File: src/rtl/sadc_cfg.svh
// Constants of the serial converter sequencer: control-byte fields, counts, timing.
// Assumes inclusion by bare name from files that need these macros.
`ifndef SADC_CFG_SVH
`define SADC_CFG_SVH

`define SADC_CTRL_BITS 8
`define SADC_RESULT_BITS 10
`define SADC_TRACK_AFTER_BIT 5
`define SADC_SEL_HI 6
`define SADC_SEL_MID 5
`define SADC_SEL_LO 4
`define SADC_POL_BIT 3
`define SADC_TOPO_BIT 2
`define SADC_PM_HI 1
`define SADC_PM_LO 0
`define SADC_CLK_PERIOD_NS 25
`define SADC_INT_STEP_NS 500
`define SADC_INT_STEP_CYCLES ((`SADC_INT_STEP_NS + `SADC_CLK_PERIOD_NS - 1) / `SADC_CLK_PERIOD_NS)
`define SADC_FIFO_DEPTH 16
`define SADC_FIFO_WIDTH 13
`define SADC_RST_CODE 10'h000
`define SADC_RST_CTRL 8'h00
`define SADC_MSB_TRIAL 10'h200

`endif

File: src/rtl/sadc_pkg.sv
// Types shared by the serial converter sequencer files.
// Assumes sadc_cfg.svh supplies the numeric constants.
package sadc_pkg;

    typedef enum logic [1:0] {
        SADC_IDLE = 2'h0,
        SADC_RECV = 2'h1,
        SADC_STRB = 2'h3,
        SADC_CONV = 2'h2
    } sadc_state_t;

    typedef enum logic [1:0] {
        SADC_PM_FULL_PD = 2'h0,
        SADC_PM_FAST_PD = 2'h1,
        SADC_PM_INT = 2'h2,
        SADC_PM_EXT = 2'h3
    } sadc_pmode_t;

endpackage : sadc_pkg

File: src/rtl/sadc_stream_if.sv
// Valid/ready word stream between the sequencer and its result FIFO.
// Assumes both ends run on the same clock.
`timescale 1ns/10ps
interface sadc_stream_if #(parameter int WIDTH = 13) ();
    logic valid;
    logic ready;
    logic [WIDTH-1:0] data;
    modport src (output valid, output data, input ready);
    modport snk (input valid, input data, output ready);
endinterface : sadc_stream_if

File: src/rtl/sadc_top.sv
// Digital sequencer of an 8-channel 10-bit serial successive-approximation converter.
// Assumes the serial pins arrive asynchronously; analog switches and comparator are outside.
`timescale 1ns/10ps
`include "sadc_cfg.svh"
module sadc_top #(
    parameter int INT_STEP_CYCLES = `SADC_INT_STEP_CYCLES,
    parameter int FIFO_DEPTH = `SADC_FIFO_DEPTH
) (
    input wire logic sys_clk,
    input wire logic reset_n,
    input wire logic serial_clock,
    input wire logic chip_select_n,
    input wire logic serial_data_in,
    output logic serial_data_out,
    output logic serial_data_out_oe_n,
    output logic conversion_strobe,
    output logic conversion_strobe_oe_n,
    input wire logic comparator_above,
    input wire logic shutdown_is_low,
    input wire logic shutdown_is_high,
    output logic [2:0] pos_node_sel,
    output logic [2:0] neg_node_sel,
    output logic neg_to_common,
    output logic track_enable,
    output logic hold_to_negative,
    output logic [9:0] dac_code,
    output logic polarity_bipolar,
    output logic powered_down,
    output logic fast_power_down,
    output logic ref_internal_comp,
    output logic result_valid,
    output logic [12:0] result_data,
    input wire logic result_ready
);
    localparam int NSYNC = 6;
    localparam logic [NSYNC-1:0] SYNC_IDLE = 6'h11; // Pin idle levels, so reset leaves no false edge or select
    localparam logic [3:0] LAST_IDX = 4'(`SADC_RESULT_BITS - 1);
    localparam logic [3:0] CTRL_BITS = 4'(`SADC_CTRL_BITS);
    localparam logic [3:0] TRACK_BIT = 4'(`SADC_TRACK_AFTER_BIT);
    localparam logic [15:0] STEP_LOAD = 16'(INT_STEP_CYCLES - 1);

    // Two-stage synchronisers for every asynchronous input
    logic [NSYNC-1:0] raw_in;
    logic [NSYNC-1:0] sync_a;
    logic [NSYNC-1:0] sync_b;
    assign raw_in = {serial_clock, chip_select_n, serial_data_in, comparator_above, shutdown_is_low,
                     shutdown_is_high};
    generate
        for (genvar i = 0; i < NSYNC; i++) begin : g_sync
            always_ff @(posedge sys_clk) begin
                if (!reset_n) begin
                    sync_a[i] <= SYNC_IDLE[i];
                    sync_b[i] <= SYNC_IDLE[i];
                end else begin
                    sync_a[i] <= raw_in[i];
                    sync_b[i] <= sync_a[i];
                end
            end
        end
    endgenerate

    logic s_sclk;
    logic s_cs_n;
    logic s_din;
    logic s_comp;
    logic s_three_level_shutdown_low;
    logic s_three_level_shutdown_high;
    assign {s_sclk, s_cs_n, s_din, s_comp, s_three_level_shutdown_low, s_three_level_shutdown_high} = sync_b;

    sadc_stream_if #(.WIDTH(`SADC_FIFO_WIDTH)) fill_bus ();
    sadc_stream_if #(.WIDTH(`SADC_FIFO_WIDTH)) drain_bus ();

    sadc_fifo #(.WIDTH(`SADC_FIFO_WIDTH), .DEPTH(FIFO_DEPTH)) u_fifo (
        .sys_clk(sys_clk),
        .reset_n(reset_n),
        .fill(fill_bus),
        .drain(drain_bus)
    );

    sadc_pkg::sadc_state_t state, next_state;
    sadc_pkg::sadc_pmode_t mode, next_mode;
    logic sclk_prev, next_sclk_prev;
    logic [3:0] bit_cnt, next_bit_cnt;
    logic [7:0] ctrl, next_ctrl;
    logic [3:0] bit_idx, next_bit_idx;
    logic [15:0] step_cnt, next_step_cnt;
    logic [9:0] out_shift, next_out_shift;
    logic [2:0] chan, next_chan;
    logic push_valid, next_push_valid;
    logic [12:0] push_data, next_push_data;
    logic next_dout, next_dout_oe_n, next_strobe, next_strobe_oe_n;
    logic [2:0] next_pos, next_neg;
    logic next_neg_common, next_track, next_hold_neg, next_bipolar;
    logic [9:0] next_code;
    logic next_pd, next_fast_pd, next_ref_int;
    logic next_res_valid;
    logic [12:0] next_res_data;
    logic sclk_rise, sclk_fall, cs_active, decide, keep, done;
    logic [7:0] byte_in;

    assign fill_bus.valid = push_valid;
    assign fill_bus.data = push_data;

    always_comb begin
        next_state = state;
        next_mode = mode;
        next_sclk_prev = s_sclk;
        next_bit_cnt = bit_cnt;
        next_ctrl = ctrl;
        next_bit_idx = bit_idx;
        next_step_cnt = step_cnt;
        next_out_shift = out_shift;
        next_chan = chan;
        next_push_valid = 1'b0;
        next_push_data = push_data;
        next_dout = serial_data_out;
        next_strobe = conversion_strobe;
        next_pos = pos_node_sel;
        next_neg = neg_node_sel;
        next_neg_common = neg_to_common;
        next_track = track_enable;
        next_hold_neg = hold_to_negative;
        next_code = dac_code;
        next_bipolar = polarity_bipolar;
        next_pd = powered_down;
        next_fast_pd = fast_power_down;
        next_ref_int = s_three_level_shutdown_high;
        sclk_rise = s_sclk & ~sclk_prev;
        sclk_fall = ~s_sclk & sclk_prev;
        cs_active = ~s_cs_n;
        decide = 1'b0;
        keep = s_comp;
        done = 1'b0;
        byte_in = {ctrl[6:0], s_din};
        drain_bus.ready = 1'b0;
        next_res_valid = result_valid;
        next_res_data = result_data;

        // Serial output shifts on falling edges only, while selected
        if (sclk_fall && cs_active) begin
            next_dout = out_shift[9];
            next_out_shift = {out_shift[8:0], 1'b0};
        end

        if (s_three_level_shutdown_low) begin
            next_state = sadc_pkg::SADC_IDLE;
            next_bit_cnt = 4'h0;
            next_track = 1'b0;
            next_hold_neg = 1'b0;
            next_strobe = 1'b1;
        end else begin
            case (state)
                sadc_pkg::SADC_IDLE: begin
                    next_bit_cnt = 4'h0;
                    if (cs_active && sclk_rise && s_din) begin
                        next_state = sadc_pkg::SADC_RECV;
                        next_ctrl = {7'h00, 1'b1};
                        next_bit_cnt = 4'h1;
                        next_pd = 1'b0;
                        next_fast_pd = 1'b0;
                    end
                end
                sadc_pkg::SADC_RECV: begin
                    if (!cs_active) begin
                        next_state = sadc_pkg::SADC_IDLE;
                        next_bit_cnt = 4'h0;
                    end else if (sclk_rise && bit_cnt < CTRL_BITS) begin
                        next_ctrl = byte_in;
                        next_bit_cnt = bit_cnt + 4'h1;
                    end else if (sclk_fall && bit_cnt == TRACK_BIT) begin
                        next_track = 1'b1;
                        next_hold_neg = 1'b0;
                    end else if (sclk_fall && bit_cnt == CTRL_BITS) begin
                        next_track = 1'b0;
                        next_bit_cnt = 4'h0;
                        next_mode = sadc_pkg::sadc_pmode_t'(ctrl[`SADC_PM_HI:`SADC_PM_LO]);
                        next_chan = {ctrl[`SADC_SEL_MID], ctrl[`SADC_SEL_LO], ctrl[`SADC_SEL_HI]};
                        next_bipolar = ~ctrl[`SADC_POL_BIT];
                        next_pos = {ctrl[`SADC_SEL_MID], ctrl[`SADC_SEL_LO], ctrl[`SADC_SEL_HI]};
                        next_neg = {ctrl[`SADC_SEL_MID], ctrl[`SADC_SEL_LO], ~ctrl[`SADC_SEL_HI]};
                        next_neg_common = ctrl[`SADC_TOPO_BIT];
                        next_code = `SADC_MSB_TRIAL;
                        next_bit_idx = LAST_IDX;
                        next_step_cnt = STEP_LOAD;
                        next_state = sadc_pkg::SADC_IDLE;
                        if (!ctrl[`SADC_PM_HI]) begin
                            next_pd = 1'b1;
                            next_fast_pd = ctrl[`SADC_PM_LO];
                            next_track = 1'b1;
                        end else if (!fill_bus.ready) begin
                            next_track = 1'b1;
                        end else if (ctrl[`SADC_PM_LO]) begin
                            next_state = sadc_pkg::SADC_STRB;
                            next_strobe = 1'b1;
                            next_hold_neg = 1'b1;
                        end else begin
                            next_state = sadc_pkg::SADC_CONV;
                            next_strobe = 1'b0;
                            next_hold_neg = 1'b1;
                        end
                    end
                end
                sadc_pkg::SADC_STRB: begin
                    if (!cs_active) begin
                        next_state = sadc_pkg::SADC_IDLE;
                        next_hold_neg = 1'b0;
                        next_track = 1'b1;
                    end else if (sclk_fall) begin
                        next_strobe = 1'b0;
                        next_state = sadc_pkg::SADC_CONV;
                        decide = 1'b1;
                    end
                end
                sadc_pkg::SADC_CONV: begin
                    if (mode == sadc_pkg::SADC_PM_EXT) begin
                        if (!cs_active) begin
                            next_state = sadc_pkg::SADC_IDLE;
                            next_hold_neg = 1'b0;
                            next_track = 1'b1;
                        end else if (sclk_fall) begin
                            decide = 1'b1;
                        end
                    end else if (step_cnt == 16'h0000) begin
                        decide = 1'b1;
                        next_step_cnt = STEP_LOAD;
                    end else begin
                        next_step_cnt = step_cnt - 16'h0001;
                    end
                end
                default: begin
                    next_state = sadc_pkg::SADC_IDLE;
                end
            endcase
        end

        // One successive-approximation decision
        if (decide) begin
            next_code[bit_idx] = keep;
            if (bit_idx != 4'h0) begin
                next_code[bit_idx - 4'h1] = 1'b1;
                next_bit_idx = bit_idx - 4'h1;
            end else begin
                done = 1'b1;
            end
            if (mode == sadc_pkg::SADC_PM_EXT) begin
                next_dout = keep;
                next_out_shift = 10'h000;
            end
        end
        if (done) begin
            next_state = sadc_pkg::SADC_IDLE;
            next_hold_neg = 1'b0;
            next_track = 1'b1;
            next_push_valid = 1'b1;
            next_push_data = {chan, next_code};
            if (mode != sadc_pkg::SADC_PM_EXT) begin
                next_strobe = 1'b1;
                next_out_shift = next_code;
            end
        end

        next_dout_oe_n = s_cs_n | s_three_level_shutdown_low;
        next_strobe_oe_n = s_three_level_shutdown_low | ((next_mode == sadc_pkg::SADC_PM_EXT) & s_cs_n);

        // Registered result stream toward the user side
        if (!result_valid || result_ready) begin
            next_res_valid = drain_bus.valid;
            drain_bus.ready = drain_bus.valid;
            if (drain_bus.valid) begin
                next_res_data = drain_bus.data;
            end
        end
    end

    always_ff @(posedge sys_clk) begin
        if (!reset_n) begin
            state <= sadc_pkg::SADC_IDLE;
            mode <= sadc_pkg::SADC_PM_FULL_PD;
            sclk_prev <= 1'b0;
            bit_cnt <= 4'h0;
            ctrl <= `SADC_RST_CTRL;
            bit_idx <= 4'h0;
            step_cnt <= 16'h0000;
            out_shift <= `SADC_RST_CODE;
            chan <= 3'h0;
            push_valid <= 1'b0;
            push_data <= 13'h0000;
            serial_data_out <= 1'b0;
            serial_data_out_oe_n <= 1'b1;
            conversion_strobe <= 1'b1;
            conversion_strobe_oe_n <= 1'b1;
            pos_node_sel <= 3'h0;
            neg_node_sel <= 3'h0;
            neg_to_common <= 1'b1;
            track_enable <= 1'b0;
            hold_to_negative <= 1'b0;
            dac_code <= `SADC_RST_CODE;
            polarity_bipolar <= 1'b0;
            powered_down <= 1'b0;
            fast_power_down <= 1'b0;
            ref_internal_comp <= 1'b0;
            result_valid <= 1'b0;
            result_data <= 13'h0000;
        end else begin
            state <= next_state;
            mode <= next_mode;
            sclk_prev <= next_sclk_prev;
            bit_cnt <= next_bit_cnt;
            ctrl <= next_ctrl;
            bit_idx <= next_bit_idx;
            step_cnt <= next_step_cnt;
            out_shift <= next_out_shift;
            chan <= next_chan;
            push_valid <= next_push_valid;
            push_data <= next_push_data;
            serial_data_out <= next_dout;
            serial_data_out_oe_n <= next_dout_oe_n;
            conversion_strobe <= next_strobe;
            conversion_strobe_oe_n <= next_strobe_oe_n;
            pos_node_sel <= next_pos;
            neg_node_sel <= next_neg;
            neg_to_common <= next_neg_common;
            track_enable <= next_track;
            hold_to_negative <= next_hold_neg;
            dac_code <= next_code;
            polarity_bipolar <= next_bipolar;
            powered_down <= next_pd | s_three_level_shutdown_low;
            fast_power_down <= next_fast_pd;
            ref_internal_comp <= next_ref_int;
            result_valid <= next_res_valid;
            result_data <= next_res_data;
        end
    end
endmodule : sadc_top

File: src/rtl/sadc_fifo.sv
// Result FIFO, flip-flop storage, parameterised width and depth.
// Assumes synchronous active-low reset; DEPTH a power of two.
`timescale 1ns/10ps
module sadc_fifo #(
    parameter int WIDTH = 13,
    parameter int DEPTH = 16
) (
    input wire logic sys_clk,
    input wire logic reset_n,
    sadc_stream_if.snk fill,
    sadc_stream_if.src drain
);
    localparam int AW = $clog2(DEPTH);

    logic [WIDTH-1:0] mem [DEPTH];
    logic [WIDTH-1:0] next_mem [DEPTH];
    logic [AW:0] wr_ptr;
    logic [AW:0] rd_ptr;
    logic [AW:0] next_wr_ptr;
    logic [AW:0] next_rd_ptr;
    logic full;
    logic empty;
    logic push;
    logic pop;

    assign empty = (wr_ptr == rd_ptr);
    assign full = (wr_ptr[AW] != rd_ptr[AW]) && (wr_ptr[AW-1:0] == rd_ptr[AW-1:0]);
    assign fill.ready = ~full;
    assign drain.valid = ~empty;
    assign drain.data = mem[rd_ptr[AW-1:0]];
    assign push = fill.valid & ~full;
    assign pop = drain.ready & ~empty;

    always_comb begin
        next_mem = mem;
        next_wr_ptr = wr_ptr;
        next_rd_ptr = rd_ptr;
        if (push) begin
            next_mem[wr_ptr[AW-1:0]] = fill.data;
            next_wr_ptr = wr_ptr + {{AW{1'b0}}, 1'b1};
        end
        if (pop) begin
            next_rd_ptr = rd_ptr + {{AW{1'b0}}, 1'b1};
        end
    end

    always_ff @(posedge sys_clk) begin
        mem <= next_mem;
        if (!reset_n) begin
            wr_ptr <= '0;
            rd_ptr <= '0;
        end else begin
            wr_ptr <= next_wr_ptr;
            rd_ptr <= next_rd_ptr;
        end
    end
endmodule : sadc_fifo

File: config.mk
export PLATFORM = sky130hd
export DESIGN_NAME = sadc_top
export DESIGN_NICKNAME = d
export VERILOG_FILES = /design/src/rtl/sadc_pkg.sv /design/src/rtl/sadc_stream_if.sv /design/src/rtl/sadc_top.sv /design/src/rtl/sadc_fifo.sv
export VERILOG_INCLUDE_DIRS = /design/src /design/src/rtl
export SDC_FILE = /design/constraint.sdc
export NUM_CORES = 1
export LEC_CHECK = 0
export BUFFER_PORTS_ARGS = -buffer_cell sky130_fd_sc_hd__buf_2
export CORE_MARGIN = 2
export CORE_UTILIZATION = 55
export CTS_CLUSTER_SIZE = 20
export DETAILED_ROUTE_END_ITERATION = 8
export GPL_ROUTABILITY_DRIVEN = 1
export PLACE_DENSITY = 0.77
export SYNTH_ARGS = -nofsm -noshare
export SYNTH_HDL_FRONTEND = slang
export SYNTH_HIERARCHICAL = 1
export SYNTH_SLANG_ARGS = --single-unit
File: constraint.sdc
create_clock -name sys_clk -period 2.2 [get_ports sys_clk]
set_input_delay 0.22 -clock sys_clk [delete_from_list [all_inputs] [get_ports sys_clk]]
set_output_delay 0.22 -clock sys_clk [all_outputs]
set_load 0.01 [all_outputs]
==> run metrics, run 1 <==
Rows=between 50 and 60; leakage=5.120 nW; clk sinks=329; Yosys top cell area share=45.41%; #FFs+latches synth=329; cell count after synthesis=976; vias in the first global route=8391; pwr dens=758.2 mW/mm²; final instance area=0.01600 mm²; endpoints failing setup=0; GPL Wtd Cong=~0.87; asr flop ratio synth=0%; status=finished clean; max cap viols=0; Worst Clk Skew=0.02522 ns; Placed Instance Area=0.01473 mm²; Worst VDD drop=0.5262 mV; fin crit period=between 2 and 2.5 ns; Worst Hold Class=input port to register; Period Utilization, post-route=95.99%; Syn Area/Cell=~14 µm²; Die H=~160 µm; initial antenna violation count=0; Slowest cell on crit path=nor2_2; WL per Instance=21.81 µm; crit-path max FO=8; root buf cell=clkbuf_16; yosys warns=6; Slew HR=a little under three fifths; Starting Density=56.22%; Clock Latency Late Sink=0.53 ns; DRC Markers=0; sequential fraction of the synthesis area=63.03%; Post-synth top flop=edfxtp_1; maximum number of pins on one net before global-route repair=56; Detail Route Antenna Nets=0; Die X=between 150 and 200 µm; cell mode on critical path=buf_4; Fin Hold WS=approximately 0.024 ns; worst-case clock buffer depth=3; I/O Buffers=49; Post-DP HPWL=19250 µm; Post-Layout Cell Count=1436; fmax=473.5 MHz; TritonCTS buffer count=34; vias per cell=a little over 6; syn nets=1000; final hold violations=0; Crit Path Class=register to register; final setup TNS=0 ns; Synth area leaders=edfxtp_1 (45%), dfxtp_1 (18%), mux4_2 (7.0%); aggregate global-route resource usage=a little under a quarter; EDFF count, synth=~210; antenna cell count=0; GRT overflow=0; dpl cells=about 1400; Crit path largest cell delay=0.44 ns; layout cell share with drive strength beyond 1=23.11%; Worst setup SP type=register; DR iter-0 viols=1055; H-tree depth=2; core area=roughly 0.024 mm²; # nets final=between 1000 and 1500; arrival time worst endpoint=roughly 2.3 ns; first-pass GRT wire length=~48000 µm; largest area contributor in the netlist=edfxtp_1; vias=8693; Critical Path RT=about 2.4 ns; die area=around 0.026 mm²; clock slew seen by the registers of the worst setup and hold paths=0.06 ns; CP Cell Sequence=xnor2_1, nand4_1, o211ai_1, buf_4, nor2_2, buf_4; num ports=50; Worst-Margin Slew=0.6575 ns; TritonCTS clock tree=yes; Synth Cell Area=0.01375 mm²; Routed WL=31320 µm; Max Slew Vio Count=0; area delta synth->final=16.35%; Netlist cell types=75; DR pass1 iterations=6; CP Capture Type=register
[power by group]
| part | switching [W] | internal [W] | total, W | leakage, nW |
|---|---|---|---|---|
| registers | 0.00000926 | 0.00649 | 0.00650 | 2.60 |
| clock network | 0.00236 | 0.00315 | 0.00552 | 0.528 |
| logic | 0.0000626 | 0.0000481 | 0.000111 | 1.99 |
[per-stage QoR]
| stage | setup slack, ns | utilization, % | total power (W) |
|---|---|---|---|
| 2_1_floorplan | -0.1379 | - | 0.006699 |
| 3_3_place_gp | -0.006604 | 60.23 | 0.006736 |
| 3_5_place_dp | -0.07793 | 60.23 | 0.006738 |
| 4_1_cts | 0.01355 | 65.01 | 0.01223 |
| 5_1_grt | -0.1069 | 65.41 | 0.01248 |
| 6_report | 0.08814 | 65.41 | 0.01213 |
[final cells by class]
class / count / area (µm²)
repair buffers: 130 / 975.9
well taps: 324 / 405.4
fillers: 1683 / 8461
inverters: 16 / 60.06
multi-input cells: 575 / 4805
flip-flops and latches: 329 / 8673
clock inverters: 13 / 102.6
clock buffers: 49 / 979.7
[flip-flops by register name, summed over array words and instances, names as in the netlist, 2 cells and up]
register / cells
out_shift: 10
dac_code: 10
neg_node_sel: 3
bit_idx: 4
fill_bus.data: 13
u_fifo/wr_ptr: 5
u_fifo/rd_ptr: 5
u_fifo/mem: 208
step_cnt: 16
mode: 2
ctrl: 7
result_data: 13
sync_a: 6
state: 2
bit_cnt: 4
[cells in the mapped netlist, drive strengths merged, types with 16 or more instances]
master  number
a21boi      38
nand2      101
dfxtp      121
and2        17
buf         30
nor2        54
inv         16
o21ai       29
nand3       26
nand2b      16
clkbuf      24
mux4        65
edfxtp     208
nand4       19
a21oi       31
a211oi      18
[cell usage in the layout, fill, tap and decap left out, types with 15 or more instances in the layout]
cell type	instances
edfxtp_1	208
dfxtp_1	119
nand2_1	100
buf_4	66
nor2_1	49
buf_2	49
mux4_2	43
clkbuf_16	37
a21boi_0	35
a21oi_1	28
nand3_1	23
o21ai_0	23
mux4_1	22
nand4_1	18
nand2b_1	16
inv_1	16
a211oi_1	16
and2_1	16
ha_1	15
[path summary, 6_finish.rpt]
check,cells after the start,from,slack [ns],end
worst max-delay path,6,u_fifo/wr_ptr[0],0.09,u_fifo/mem[54]
worst max register to register,6,u_fifo/wr_ptr[0],0.09,u_fifo/mem[54]
worst min register to register,1,sync_a[4],0.41,s_cs_n
worst min-delay path,3,result_ready,0.02,result_valid
[worst max-delay path, delay by kind of cell, from the launching register on]
family,cells,cell delay (ns)
AND/OR/NAND/NOR,2,0.64
XOR/XNOR,1,0.13
flip-flops,1,0.41
AO/OA/AOI/OAI,1,0.13
buffers and inverters,2,0.50
[what timing repair did]
item,CTS,global route
endpoints found under the setup margin,23,55
endpoints found under the hold margin,6,0
resized for setup,7,12
gates cloned,0,1
hold buffers,6,0
setup buffers,0,2
pin swaps,0,1
[kinds of logic after synthesis]
logic type                 Yosys count  share of synthesized area [%]
DFF                                329                          63.03
and+or+nand+nor                    302                          11.44
AOI/OAI and AO/OA                  160                          7.988
muxes                               79                          12.26
buffers and inverters               72                          2.702
xor gates and xnor gates            19                          1.210
adders and majority gates           15                          1.365
[metal layers]
metal	vias up	wire [µm]	global-route usage [%]
met2	375	15180	38.70
met5	-	0	0
li1	3951	-	-
met1	4324	13200	34.65
met4	0	552	5.310
met3	43	2390	3.933
Note: power is estimated with default switching activity, not from simulation.
==> inputs of run 2 (changes only) <==
CORE_UTILIZATION = 50   (was 55)
CTS_BUF_LIST = sky130_fd_sc_hd__clkbuf_8   (was unset)
PLACE_DENSITY = 0.71   (was 0.77)
==> run metrics, run 2 (synthesized netlist as in run 1, its figures left out) <==
status=finished clean; crit path launch=u_fifo/rd_ptr[0]; endpoints failing setup=0 (unchanged); Post-DP HPWL=19080 µm (-0.89%); layout cell share with drive strength beyond 1=24.39% (+1.3 points); GPL Wtd Cong=0.8484 (-3.0%); aggregate global-route resource usage=21.65% (-2.3 points); clock slew seen by the registers of the worst setup and hold paths=0.07 ns (about the same); leakage=5.180 nW (+1.2%); Routed WL=31140 µm (-0.58%); final instance area=0.01596 mm² (-0.26%); FILL cells=2006 (+19%); Slew HR=51.31% (-4.8 points); max cap viols=0 (unchanged); final core utilization=59.22% (-6.2 points); Reg2Reg Capture Point=u_fifo/mem[21]; root buf cell=clkbuf_8; crit-path max FO=6 (-2); Fin Hold WS=0.07019 ns (+0.04594 ns); max FFs per register=208 (unchanged); Starting Density=51.03% (-5.2 points); GRT overflow=0 (unchanged); Worst-Margin Slew=0.7276 ns (+0.07009 ns); vias per cell=5.857 (-3.3%); DRC Markers=0 (unchanged); TritonCTS clock tree=yes; final hold violations=0 (unchanged); depth of the most critical reg-to-reg path=7 (+1); Worst Hold Class=input port to register; maximum number of pins on one net before global-route repair=57 (+1.8%); Crit Path Class=register to register; Seq pwr share=55.6% (+2.0 points); Max Slew Vio Count=0 (unchanged); pre-CTS setup slack=0.04677 ns (+0.1247 ns); reg2reg setup slack=0.14 ns (+0.05 ns); pwr dens=733.3 mW/mm² (-3.3%); Worst Clk Skew=0.04535 ns (+0.02013 ns); Placed Instance Area=0.01479 mm² (+0.37%); Die X=169.9 µm (+4.8%); switching power total=0.002496 W (+2.5%); min-delay src=reset_n; Die H=169.9 µm (+4.8%); Clock Latency Late Sink=0.60 ns (+0.07 ns); first-pass GRT wire length=47510 µm (-1.2%); antenna cell count=0 (unchanged); initial antenna violation count=0 (unchanged); Critical Path RT=2.49 ns (+0.08 ns); clk sinks=329 (unchanged); Post-Layout Cell Count=1485 (+3.4%); fmax=485.1 MHz (+2.4%); RR Startpoint=u_fifo/rd_ptr[0]; dpl cells=1383 (+1.3%); WL per Instance=20.97 µm (-3.9%); arrival time worst endpoint=2.35 ns (+0.03 ns); Worst setup SP type=register; most flop-heavy register=u_fifo/mem; largest registers=u_fifo/mem: 208 flops, step_cnt: 16 flops; # nets final=1126 (+1.4%); most frequent cells in the layout=edfxtp_1 (208), dfxtp_1 (118), nand2_1 (100); Power Internal=0.009208 W (-5.0%); end of the critical path=u_fifo/mem[21]; most common cell after layout, fill and taps aside=edfxtp_1; core area=0.02695 mm² (+10%); CP Capture Type=register; num ports=50 (unchanged); H-tree depth=2 (unchanged); vias in the first global route=8417 (+0.31%); combinational share of power=1.0% (about the same); I/O Buffers=49 (unchanged); clock share of power=43.5% (-2.0 points); worst-case clock buffer depth=3 (unchanged); sw frac=21.33% (+1.2 points); Post-CTS Setup Repair Bufs=0 (unchanged); Worst VDD drop=0.3758 mV (-29%); TritonCTS buffer count=50 (+47%); Period Utilization, post-route=93.71% (-2.3 points); RSZ-0062 raised after global routing=false; Detail Route Antenna Nets=0 (unchanged); area delta synth->final=16.05%; DR iter-0 viols=711 (-33%); Rows=60 (+5.3%); die area=0.02885 mm² (+9.8%); footprint of the multi-input gates=0.004770 mm² (-0.73%); Final Worst Setup Slack=0.1385 ns (+0.05034 ns); vias=8697 (+0.046%); Sequential cell area=0.008675 mm² (about the same); DR pass1 iterations=5 (-1); fin crit period=2.062 ns (-0.05034 ns)
run 2: layout make-up:
type / instances / area share, %
Clock buffer: 57 / 4.915
Tap cell: 341 / 2.673
Clock inverter: 37 / 1.560
Multi-Input combinational cell: 575 / 29.88
Inverter: 16 / 0.3763
Timing Repair Buffer: 130 / 6.240
Sequential cell: 329 / 54.35
run 2: metrics by stage:
step | setup TNS (ns) | total power (W)
2_1_floorplan | -4.971 | 0.006699
3_3_place_gp | 0 | 0.006740
3_5_place_dp | 0 | 0.006741
4_1_cts | 0 | 0.01179
5_1_grt | 0 | 0.01209
6_report | 0 | 0.01170
run 2: worst min-delay path by stage:
stage                     depth (start not counted)               to
after detailed placement                          1     next_ref_int
final                                             2  serial_data_out
after floorplan                                   1        sync_a[0]
after CTS                                         2      step_cnt[4]
after global routing                              2      step_cnt[4]
after global placement                            1     next_ref_int
run 2: per-layer routing:
metal | vias up | track usage (%) | routed length (µm)
met2 | 287 | 34.41 | 14550
met5 | - | 0 | 0
met3 | 62 | 3.907 | 1962
met1 | 4354 | 30.99 | 13910
met4 | 0 | 5.983 | 714
li1 | 3994 | - | -
run 2: power by group through the flow:
stage / Clock [W] / Combinational, W / Sequential (W)
finish: 0.00509 / 0.000113 / 0.00651
global route: 0.00546 / 0.000124 / 0.00650
CTS: 0.00517 / 0.000113 / 0.00650
detailed placement: 0 / 0.000104 / 0.00664
global placement: 0 / 0.000102 / 0.00664
floorplan: 0 / 0.0000635 / 0.00664
run 2: worst max-delay path, cell delays in order, from the launching register on:
cell and delay (ns):
dfxtp_4 0.38, xnor2_1 0.15, nand4_1 0.11, buf_4 0.15, o211ai_1 0.10, buf_4 0.17, nor2_1 0.39, buf_4 0.28
run 2: repair_timing:
action | 4_1_cts | 5_1_grt
gates resized for setup | 0 | 10
endpoints found under the hold margin | 7 | 0
hold buffers | 7 | 0
endpoints found under the setup margin | 0 | 52
==> inputs of run 3 (changes only) <==
CORE_UTILIZATION = 55   (was 50)
PLACE_DENSITY = unset   (was 0.71)
PLACE_DENSITY_LB_ADDON = 0.15   (was unset)
==> run metrics, run 3 (synthesized netlist as in run 1, its figures left out) <==
root buf cell=clkbuf_8; TritonCTS buffer count=52 (+4.0%); vias per cell=5.832 (-0.43%); most flop-heavy register=u_fifo/mem; Post-Layout Cell Count=1467 (-1.2%); maximum number of pins on one net before global-route repair=56 (-1.8%); Die X=162.1 µm (-4.5%); DRC Markers=0 (unchanged); CP Capture Type=register; DR pass1 iterations=5 (unchanged); layout cell share with drive strength beyond 1=23.18% (-1.2 points); WL per Instance=20.85 µm (-0.56%); Rows=57 (-5.0%); crit-path max FO=6 (unchanged); min-delay src=reset_n; sw frac=20.82% (-0.51 points); TritonCTS clock tree=yes; Worst Hold Class=input port to register; GPL Wtd Cong=0.8314 (-2.0%); Worst VDD drop=0.5045 mV (+34%); endpoints failing setup=0 (unchanged); switching power total=0.002369 W (-5.1%); Post-CTS Setup Repair Bufs=0 (unchanged); final instance area=0.01586 mm² (-0.61%); FILL cells=1811 (-9.7%); Placed Instance Area=0.01478 mm² (about the same); H-tree depth=2 (unchanged); Die H=162.1 µm (-4.5%); final hold violations=0 (unchanged); Worst-Margin Slew=0.7911 ns (+0.06345 ns); die area=0.02629 mm² (-8.9%); Max Slew Vio Count=0 (unchanged); hold path endpoint=next_ref_int; max FFs per register=208 (unchanged); fmax=479.4 MHz (-1.2%); Clock Latency Late Sink=0.58 ns (-0.02 ns); aggregate global-route resource usage=23.80% (+2.1 points); Power Internal=0.009009 W (-2.2%); Critical Path RT=2.66 ns (+0.17 ns); Slew HR=47.07% (-4.2 points); status=finished clean; combinational share of power=1.0% (about the same); I/O Buffers=49 (unchanged); num ports=50 (unchanged); # nets final=1125 (-0.089%); initial antenna violation count=0 (unchanged); final core utilization=64.85% (+5.6 points); GRT overflow=0 (unchanged); leakage=5.193 nW (+0.24%); Worst setup SP type=register; core area=0.02446 mm² (-9.2%); area delta synth->final=15.34%; vias=8555 (-1.6%); Period Utilization, post-route=94.82% (+1.1 points); Crit Path Class=register to register; Reg2Reg Capture Point=fill_bus.data[5]; worst-case clock buffer depth=3 (unchanged); Routed WL=30580 µm (-1.8%); Fin Hold WS=0.07040 ns (+0.0002149 ns); number of cells on the worst hold path=2 (unchanged); clk sinks=329 (unchanged); reg2reg setup slack=0.11 ns (-0.02 ns); Worst Clk Skew=0.02381 ns (-0.02154 ns); Detail Route Antenna Nets=0 (unchanged); depth of the most critical reg-to-reg path=6 (-1); most common cell after layout, fill and taps aside=edfxtp_1; largest registers=u_fifo/mem: 208 flops, step_cnt: 16 flops; fin crit period=2.086 ns (+0.02442 ns); DR iter-0 viols=651 (-8.4%); Seq pwr share=57.2% (+1.6 points); clock share of power=41.8% (-1.7 points); antenna cell count=0 (unchanged); clock slew seen by the registers of the worst setup and hold paths=0.06 ns (about the same); pwr dens=717.3 mW/mm² (-2.2%); most frequent cells in the layout=edfxtp_1 (208), dfxtp_1 (117), nand2_1 (100); first-pass GRT wire length=47620 µm (+0.22%); Starting Density=56.22% (+5.2 points); max cap viols=0 (unchanged); RR Startpoint=state[1]; Post-DP HPWL=19160 µm (+0.43%); vias in the first global route=8224 (-2.3%); arrival time worst endpoint=2.54 ns (+0.19 ns); dpl cells=1364 (-1.4%)
## run 3: repair_timing
item	in CTS	in global routing
hold endpoints to repair	7	0
gates resized for setup	0	9
hold buffers	7	0
setup endpoints to repair	0	44
## run 3: per-stage QoR
stage | power [W] | setup TNS [ns] | setup WS (ns)
2_1_floorplan | 0.006699 | -4.971 | -0.1379
3_3_place_gp | 0.006740 | 0 | 0.09043
3_5_place_dp | 0.006740 | 0 | 0.08871
4_1_cts | 0.01152 | 0 | 0.07939
5_1_grt | 0.01181 | -0.04918 | -0.04516
6_report | 0.01138 | 0 | 0.1141
## run 3: worst max-delay path by stage
stage | start | end | slack [ns]
4_1_cts | step_cnt[0] | fill_bus.data[5] | 0.08
6_report | state[1] | fill_bus.data[5] | 0.11
3_5_place_dp | step_cnt[0] | fill_bus.data[5] | 0.09
5_1_grt | u_fifo/wr_ptr[1] | hold_to_negative | -0.05
3_3_place_gp | step_cnt[0] | fill_bus.data[5] | 0.09
2_1_floorplan | u_fifo/rd_ptr[4] | u_fifo/mem[169] | -0.14
## run 3: power groups by stage
| stage | registers, W | logic (W) | clock network [W] |
|---|---|---|---|
| final | 0.00651 | 0.000112 | 0.00476 |
| after global routing | 0.00650 | 0.000123 | 0.00518 |
| after floorplan | 0.00664 | 0.0000635 | 0 |
| after detailed placement | 0.00664 | 0.000103 | 0 |
| after global placement | 0.00664 | 0.000102 | 0 |
| after CTS | 0.00651 | 0.000112 | 0.00490 |
## run 3: cell type report
cell class / instances / area (µm²) / area share [%]
tap: 324 / 405.4 / 2.556
multi-input combinational: 575 / 4773 / 30.09
clock buffer: 59 / 812.0 / 5.119
inverter: 16 / 60.06 / 0.3786
sequential: 329 / 8676 / 54.69
timing repair buffer: 127 / 973.4 / 6.137
clock inverter: 37 / 162.7 / 1.025
## run 3: worst max-delay path, cell delays in order (launching register included)
cell and delay, ns:
dfxtp_1 0.49, nor4bb_1 0.42, nand3_1 0.14, o21ai_2 0.28, a21oi_1 0.17, a221oi_1 0.37
a21oi_1 0.12
## run 3: per-layer routing
layer  global-route usage (%)  share of wire, %  vias to the layer above
met1                    35.69                46                     4278
met4                    4.948              0.90                        0
met5                        0                 0                        -
li1                         -                 -                     3993
met2                    37.16                47                      261
met3                    4.111               6.7                       23
